`config.mk`:
```
export PLATFORM = sky130hd
export DESIGN_NAME = sipc_regbank
export DESIGN_NICKNAME = d
export VERILOG_FILES = /design/src/sipc_pkg.sv /design/src/sipc_regbank.sv
export SDC_FILE = /design/constraint.sdc
export NUM_CORES = 1
export LEC_CHECK = 0
export ABC_AREA = 0
export BUFFER_PORTS_ARGS = -buffer_cell sky130_fd_sc_hd__buf_2
export CAP_MARGIN = 20
export CORE_MARGIN = 3
export CORE_UTILIZATION = 42
export CTS_CLUSTER_SIZE = 14
export DETAILED_ROUTE_END_ITERATION = 7
export GPL_ROUTABILITY_DRIVEN = 0
export PLACE_DENSITY = 0.78
export SETUP_SLACK_MARGIN = 0.2
export SLEW_MARGIN = 0
export SYNTH_ARGS = -nofsm -noshare
export SYNTH_HDL_FRONTEND = slang
export SYNTH_SLANG_ARGS = --single-unit
```
`constraint.sdc`:
```
create_clock -name core_clk_i -period 3.3 [get_ports core_clk_i]
set_input_delay 0.99 -clock core_clk_i [delete_from_list [all_inputs] [get_ports core_clk_i]]
set_output_delay 0.99 -clock core_clk_i [all_outputs]
set_load 0.005 [all_outputs]
```
`src/sipc_pkg.sv`:
```
package sipc_pkg;

    // Register word indices (printed offsets are not all multiples of four: byte address is index times four)
    localparam logic [7:0] IGN_CFG_IDX   = 8'h48;
    localparam logic [7:0] THR_CFG_IDX   = 8'h49;
    localparam logic [7:0] MODE_CFG_IDX  = 8'h4a;
    localparam logic [7:0] CUR_CFG_IDX   = 8'h4b;
    localparam logic [7:0] PWR_CFG_IDX   = 8'h4e;
    localparam logic [7:0] LOCK_CFG_IDX  = 8'h4f;
    localparam int         ADDR_W        = 10;
    localparam logic [1:0] ADDR_LSB      = 2'h0;

    // Writable bit masks; everything else is reserved
    localparam logic [7:0] IGN_CFG_MASK  = 8'h19;
    localparam logic [7:0] THR_CFG_MASK  = 8'hc7;
    localparam logic [7:0] MODE_CFG_MASK = 8'hff;
    localparam logic [7:0] CUR_CFG_MASK  = 8'hff;
    localparam logic [7:0] PWR_CFG_MASK  = 8'h7f;
    localparam logic [7:0] LOCK_CFG_MASK = 8'h01;

    // Reset values
    localparam logic [7:0] IGN_CFG_RST   = 8'h00;
    localparam logic [7:0] THR_CFG_RST   = 8'h00;
    localparam logic [7:0] MODE_CFG_RST  = 8'h00;
    localparam logic [7:0] CUR_CFG_RST   = 8'h00;
    localparam logic [7:0] PWR_CFG_RST   = 8'h09;
    localparam logic       LOCK_RST      = 1'b0;

    // Analog settings in physical units
    localparam int OL_TIME_US  [4] = '{64, 256, 512, 768};
    localparam int PEAK_MV     [4] = '{50, 150, 350, 550};
    localparam int FILT_US     [4] = '{1, 5, 10, 20};
    localparam int PEAK_T_US   [2] = '{10, 250};
    localparam int KEY_OFF_MS  [4] = '{100, 200, 400, 800};
    localparam int PWR_DOWN_MS [4] = '{100, 200, 300, 400};
    localparam int CUR_STEP_UA     = 10;
    localparam int CUR_HI_STEP_UA  = 20;
    localparam int CUR_HI_BASE_UA  = 100;
    localparam int CUR_MAX_UA      = 160;
    localparam logic [3:0] CUR_HI_CODE  = 4'h8;
    localparam logic [3:0] CUR_SAT_CODE = 4'hc;

    typedef enum logic [1:0] {
        SIPC_SENS_AUTO, SIPC_SENS_SEMI, SIPC_SENS_MANUAL, SIPC_SENS_HALL
    } sipc_sens_mode_t;

    typedef enum logic [1:0] {
        SIPC_DIAG_NORMAL, SIPC_DIAG_SHORT, SIPC_DIAG_OPENLOAD, SIPC_DIAG_ADC
    } sipc_diag_mode_t;

    typedef struct packed {
        logic [1:0] ign_openload_time_sel;
        logic       ign_openload_enable;
        logic [1:0] sensor_peak_voltage_sel;
        logic [1:0] sensor_filter_time_sel;
        logic       sensor_peak_time_sel;
        logic [3:0] short_test_current_sel;
        sipc_sens_mode_t sensor_type_mode_sel;
        sipc_diag_mode_t sensor_diag_mode_sel;
        logic [3:0] adc_test_current_sel;
        logic [3:0] openload_test_current_sel;
        logic [1:0] key_off_delay_sel;
        logic       engine_off_timer_start_src;
        logic       afterrun_reset_sel;
        logic       afterrun_enable;
        logic [1:0] power_down_time_sel;
    } sipc_cfg_t;

    typedef struct packed {
        logic [15:0] ign_openload_time_us;
        logic [9:0]  sensor_peak_voltage_mv;
        logic [4:0]  sensor_filter_time_us;
        logic [7:0]  sensor_peak_time_us;
        logic [7:0]  short_test_current_ua;
        logic [7:0]  adc_test_current_ua;
        logic [7:0]  openload_test_current_ua;
        logic [9:0]  key_off_delay_ms;
        logic [9:0]  power_down_time_ms;
    } sipc_phys_t;

    typedef struct packed {
        logic [7:0] ign_q;
        logic [7:0] thr_q;
        logic [7:0] mode_q;
        logic [7:0] cur_q;
        logic [7:0] pwr_q;
        logic       lock_q;
        logic       wr_refused_q;
    } sipc_state_t;

endpackage

```
`src/sipc_regbank.sv`:
```
`timescale 1ns/1ps
// Overview of operation
// - Ignition bits 4:3 pick open-load time 64, 256, 512, 768 us; reset 00.
// - Ignition bit 0 enables open-load detection on ignition outputs; reset 0.
// - Threshold bits 7:6 pick peak voltage 50, 150, 350, 550 mV; reset 00.
// - Threshold bits 2:1 pick filter time 1, 5, 10, 20 us; reset 00.
// - Threshold bit 0 picks peak time 10 us or 250 us; reset 0.
// - Mode bits 7:4 set short test current, 10-80 step 10, 100-160 step 20, saturating.
// - Mode bits 3:2 pick sensor mode auto, semi, manual or Hall; reset 00.
// - Mode bits 1:0 pick diagnosis normal, short, open load or ADC; reset 00.
// - Current bits 7:4 set ADC current, same mapping, saturating at 160 uA.
// - Current bits 3:0 set open-load current, same mapping; reset 0000.
// - Power bits 6:5 pick key-off delay 100, 200, 400, 800 ms; reset 00.
// - Power bit 4: timer starts on key falling edge or on start command.
// - Power bit 3 selects afterrun reset; resets to one.
// - Power bit 2 enables afterrun mode; reset 0.
// - Power bits 1:0 pick power-down time 100 to 400 ms; reset 01.
// - Configuration writes are refused while the lock bit is one.
module sipc_regbank
    import sipc_pkg::*;
(
    input  wire logic              core_clk_i,
    input  wire logic              nrst_i,
    input  wire logic              psel_i,
    input  wire logic              penable_i,
    input  wire logic              pwrite_i,
    input  wire logic [ADDR_W-1:0] paddr_i,
    input  wire logic [31:0]       pwdata_i,
    input  wire logic [3:0]        pstrb_i,
    output logic      [31:0]       prdata_o,
    output logic                   pready_o,
    output logic                   pslverr_o,
    output sipc_cfg_t              cfg_o,
    output sipc_phys_t             phys_o,
    output logic                   lock_o,
    output logic                   wr_refused_o
);

    sipc_state_t s_q;
    sipc_state_t s_d;

    logic              access;
    logic              wr;
    logic [ADDR_W-3:0] idx;
    logic              hit;
    logic              hit_cfg;
    logic [7:0]        rdata;
    logic [7:0]        wbyte;

    // Map a current code to microamps; upper codes clamp at the maximum
    function automatic logic [7:0] cur_ua(input logic [3:0] code);
        logic [7:0] v;
        v = 8'h00;
        if (code >= CUR_SAT_CODE) begin
            v = 8'(CUR_MAX_UA);
        end else if (code >= CUR_HI_CODE) begin
            v = 8'(CUR_HI_BASE_UA + CUR_HI_STEP_UA * int'(code - CUR_HI_CODE));
        end else begin
            v = 8'(CUR_STEP_UA * (int'(code) + 1));
        end
        return v;
    endfunction

    assign access = psel_i & penable_i;
    assign wr     = access & pwrite_i & pstrb_i[0];
    assign idx    = paddr_i[ADDR_W-1:2];
    assign wbyte  = pwdata_i[7:0];

    always_comb begin
        hit     = 1'b1;
        hit_cfg = 1'b1;
        rdata   = 8'h00;
        unique case ({idx, ADDR_LSB})
            {IGN_CFG_IDX, ADDR_LSB}:  rdata = s_q.ign_q;
            {THR_CFG_IDX, ADDR_LSB}:  rdata = s_q.thr_q;
            {MODE_CFG_IDX, ADDR_LSB}: rdata = s_q.mode_q;
            {CUR_CFG_IDX, ADDR_LSB}:  rdata = s_q.cur_q;
            {PWR_CFG_IDX, ADDR_LSB}:  rdata = s_q.pwr_q;
            {LOCK_CFG_IDX, ADDR_LSB}: begin
                rdata   = {6'h00, s_q.wr_refused_q, s_q.lock_q};
                hit_cfg = 1'b0;
            end
            default: begin
                hit     = 1'b0;
                hit_cfg = 1'b0;
            end
        endcase
        if (paddr_i[1:0] != ADDR_LSB) begin
            hit     = 1'b0;
            hit_cfg = 1'b0;
            rdata   = 8'h00;
        end
    end

    always_comb begin
        s_d = s_q;
        if (wr && hit_cfg) begin
            s_d.wr_refused_q = s_q.lock_q;
        end
        // Lock blocks every configuration register but not itself
        if (wr && hit_cfg && !s_q.lock_q) begin
            unique case (idx[7:0])
                IGN_CFG_IDX:  s_d.ign_q  = wbyte & IGN_CFG_MASK;
                THR_CFG_IDX:  s_d.thr_q  = wbyte & THR_CFG_MASK;
                MODE_CFG_IDX: s_d.mode_q = wbyte & MODE_CFG_MASK;
                CUR_CFG_IDX:  s_d.cur_q  = wbyte & CUR_CFG_MASK;
                PWR_CFG_IDX:  s_d.pwr_q  = wbyte & PWR_CFG_MASK;
                default:      s_d.wr_refused_q = s_q.wr_refused_q;
            endcase
        end
        if (wr && hit && !hit_cfg) begin
            s_d.lock_q = (wbyte & LOCK_CFG_MASK) != 8'h00;
        end
    end

    always_ff @(posedge core_clk_i or negedge nrst_i) begin
        if (!nrst_i) begin
            s_q.ign_q        <= IGN_CFG_RST;
            s_q.thr_q        <= THR_CFG_RST;
            s_q.mode_q       <= MODE_CFG_RST;
            s_q.cur_q        <= CUR_CFG_RST;
            s_q.pwr_q        <= PWR_CFG_RST;
            s_q.lock_q       <= LOCK_RST;
            s_q.wr_refused_q <= 1'b0;
        end else begin
            s_q <= s_d;
        end
    end

    // Zero-wait slave; read data is combinational from registers
    assign pready_o  = 1'b1;
    assign pslverr_o = access & ~hit;
    assign prdata_o  = {24'h000000, (access & ~pwrite_i) ? rdata : 8'h00};

    always_comb begin
        cfg_o.ign_openload_time_sel      = s_q.ign_q[4:3];
        cfg_o.ign_openload_enable        = s_q.ign_q[0];
        cfg_o.sensor_peak_voltage_sel    = s_q.thr_q[7:6];
        cfg_o.sensor_filter_time_sel     = s_q.thr_q[2:1];
        cfg_o.sensor_peak_time_sel       = s_q.thr_q[0];
        cfg_o.short_test_current_sel     = s_q.mode_q[7:4];
        cfg_o.sensor_type_mode_sel       = sipc_sens_mode_t'(s_q.mode_q[3:2]);
        cfg_o.sensor_diag_mode_sel       = sipc_diag_mode_t'(s_q.mode_q[1:0]);
        cfg_o.adc_test_current_sel       = s_q.cur_q[7:4];
        cfg_o.openload_test_current_sel  = s_q.cur_q[3:0];
        cfg_o.key_off_delay_sel          = s_q.pwr_q[6:5];
        cfg_o.engine_off_timer_start_src = s_q.pwr_q[4];
        cfg_o.afterrun_reset_sel         = s_q.pwr_q[3];
        cfg_o.afterrun_enable            = s_q.pwr_q[2];
        cfg_o.power_down_time_sel        = s_q.pwr_q[1:0];
    end

    always_comb begin
        phys_o.ign_openload_time_us     = 16'(OL_TIME_US[s_q.ign_q[4:3]]);
        phys_o.sensor_peak_voltage_mv   = 10'(PEAK_MV[s_q.thr_q[7:6]]);
        phys_o.sensor_filter_time_us    = 5'(FILT_US[s_q.thr_q[2:1]]);
        phys_o.sensor_peak_time_us      = 8'(PEAK_T_US[s_q.thr_q[0]]);
        phys_o.short_test_current_ua    = cur_ua(s_q.mode_q[7:4]);
        phys_o.adc_test_current_ua      = cur_ua(s_q.cur_q[7:4]);
        phys_o.openload_test_current_ua = cur_ua(s_q.cur_q[3:0]);
        phys_o.key_off_delay_ms         = 10'(KEY_OFF_MS[s_q.pwr_q[6:5]]);
        phys_o.power_down_time_ms       = 10'(PWR_DOWN_MS[s_q.pwr_q[1:0]]);
    end

    assign lock_o       = s_q.lock_q;
    assign wr_refused_o = s_q.wr_refused_q;

endmodule

```
==> results.tsv <==
metric	value	unit
outcome	finished with violations	
violations	negative setup slack	
fill_cells	639	
layout_min_cycle_time	3.53	ns
netlist_area	0.00391	mm2
ys.flop_type	dfrtp_1	
rrSetupSlack	1.38	ns
holdWs	0.547	ns
cts_buffer_depth	2	
dieArea	0.0105	mm2
final_cells	691	
fin_ws	-0.232	ns
p_leak	2.90	nW
ir_drop	0.233	mV
regToRegEndpoint	cfg_o[27]	
tightest_slew	0.762	ns
area_growth	40.3	%
drt_iter0_markers	194	
floorplan.initialDensity	0.440	
synth-seq-area-share	0.212	
cap_violations	0	
r2r_cells	3	
fin_crit_sh	1.07	
ys_seq_elements	33	
min_delay_path_depth	1	
crit_chain	inv_2 -> ha_4 -> ha_1 -> inv_2 -> fa_1 -> nor2b_4 -> and3_4 -> nor3_2 -> a211o_1 -> buf_2	
rows	34	
syn_area_per_cell	9.33	um2
final_area	0.00549	mm2
drc	0	
timing.fmax	283	MHz
dp.cells	651	
vias	3599	
multi_input_area	0.00307	mm2
drt-total-wl	11.9	mm
grt_start_max_net_pins	34	
clock-sinks	33	
slew_viol_final	0	
grt_pass1_wl	17.0	mm
path_class	reg2out	
synthTopCellsByArea	dfrtp_1 20%, ha_1 17%, buf_4 13%, mux2_2 10%, inv_1 3.8%	
regArea	842	um2
postSynthCellCount	419	
synth_warnings	0	
cpMaxStageDelayCell	fa_1	
worstReg2RegStart	lock_o	
crit_path_end_kind	output port	
dpl_cell_area	0.00457	mm2
synth_commonest_cells	66 x buf_4, 54 x ha_1, 40 x inv_1, 35 x mux2_2, 31 x dfrtp_1	
synthArstFlopShare	1.00	
setup_viol	11	
relSlewSlack	0.492	
dieWidth	102	um
cpPeakStageDelay	0.53	ns
grt_use_total	0.206	
dp_hpwl	7.90	mm
cp.required	2.31	ns
powerDensity	176	mW/mm2
cts-buffers-inserted	5	
cts_tree	built	
io_pins	201	
power	968	uW
grt_pass1_vias	3431	
yosysMostFrequentCell	buf_4	
pre_cts_ws	-0.0602	ns
synth_top_area_cell	dfrtp_1	
vias_per_cell	5.21	
coreArea	0.00889	mm2
netlist.area_leader.share	0.198	
drive_gt1_frac	0.553	
clkLatencyLatePin	0.28	ns
cts_max_level	2	
firstDrtPassIters	4	
ys_types	44	
nets	692	
die_h	102	um
cts_root_buf	clkbuf_8	
final_util	0.617	
hold_viol	0	
start_kind	flop	
final_antenna_net_count	0	
min_to	cfg_o[2]	
synth-edff-count	0	
min_from	cfg_o[2]	
critPathArrivalTime	2.54	ns
grt_setup_unrepaired	yes	
cp_max_fo	5	
cpMostUsedCell	inv_2	
antenna_found_initial	1	
numPortBuffers	121	
cts.clk_slew.worst_paths	0.07	ns
finClkSkew	0.00413	ns
wl_per_cell	17.3	um
overflow	0	
fin_tns_setup	-1.64	ns
min_path_type	reg2reg	
-- metal layers --
metal | vias to the layer above | track usage | part of all wire
met1 | 1726 | 0.255 | 0.40
met4 | 0 | 0.0626 | 0.034
met5 | - | 0 | 0
met2 | 215 | 0.363 | 0.50
li1 | 1626 | - | -
met3 | 32 | 0.0362 | 0.068
-- area by class of cell --
| class | count | share of cell area |
|---|---|---|
| Sequential cell | 33 | 0.154 |
| Inverter | 40 | 0.0274 |
| Antenna cell | 1 | 0.000456 |
| Clock buffer | 5 | 0.0125 |
| Tap cell | 108 | 0.0246 |
| Multi-Input combinational cell | 318 | 0.560 |
| Clock inverter | 3 | 0.0119 |
| Timing Repair Buffer | 183 | 0.210 |
-- worst max path at each step --
| stage | startpoint | end | slack, ns | cells after the start |
|---|---|---|---|---|
| floorplan | paddr_i[9] | prdata_o[1] | 0.16 | 5 |
| global placement | paddr_i[9] | prdata_o[5] | -0.06 | 7 |
| detailed placement | cfg_o[12] | phys_o[35] | -0.06 | 9 |
| CTS | cfg_o[12] | phys_o[35] | -0.21 | 9 |
| global route | cfg_o[8] | phys_o[25] | -0.31 | 10 |
| finish | cfg_o[10] | phys_o[27] | -0.23 | 10 |
-- critical path: cells and delay by family, from the launching register on --
kind / cells / cell delay, ns
flops: 1 / 0.44
simple gates: 3 / 0.39
compound gates: 1 / 0.23
fa+ha+maj: 3 / 0.96
buf+inv: 3 / 0.24
-- cell families after synthesis --
kind of cell | Yosys count | share of synthesized area
AO/OA/AOI/OAI | 49 | 0.0832
other | 2 | 0.00192
multiplexers | 43 | 0.124
flip-flops | 33 | 0.212
adder cells (fa/ha/maj) | 60 | 0.204
XOR/XNOR | 24 | 0.0538
buffers and inverters | 118 | 0.177
AND/OR/NAND/NOR | 90 | 0.144
-- power by group --
group          switching, mW  total, mW  internal, mW
sequential           0.00147      0.407         0.405
clock                  0.154      0.455         0.300
combinational         0.0694      0.106        0.0370
total                  0.225      0.968         0.742
-- cell usage in the layout (no fill, tap or decap), types with 6 or more instances in the layout --
cell / instances
a211o_1: 6
a21oi_1: 8
a21oi_2: 9
buf_2: 118
buf_4: 48
buf_6: 13
conb_1: 52
dfrtp_1: 20
dfrtp_2: 11
ha_1: 37
ha_4: 15
inv_1: 30
inv_2: 10
mux2_2: 35
mux2i_1: 7
nand2_1: 13
nor2_1: 16
nor2b_1: 6
nor3_1: 6
xnor2_1: 11
-- timing repair --
action	4_1_cts	5_1_grt
resized for setup	62	51
setup buffers	25	6
setup endpoints to repair	17	19
pin swaps	42	29
cloned	0	0
hold buffers	0	0
-- state kept, by name, summed over array words and instances, names as in the netlist --
name,count
cfg_o,31
lock_o,1
wr_refused_o,1
No activity file was read; power rests on OpenSTA's default activity.
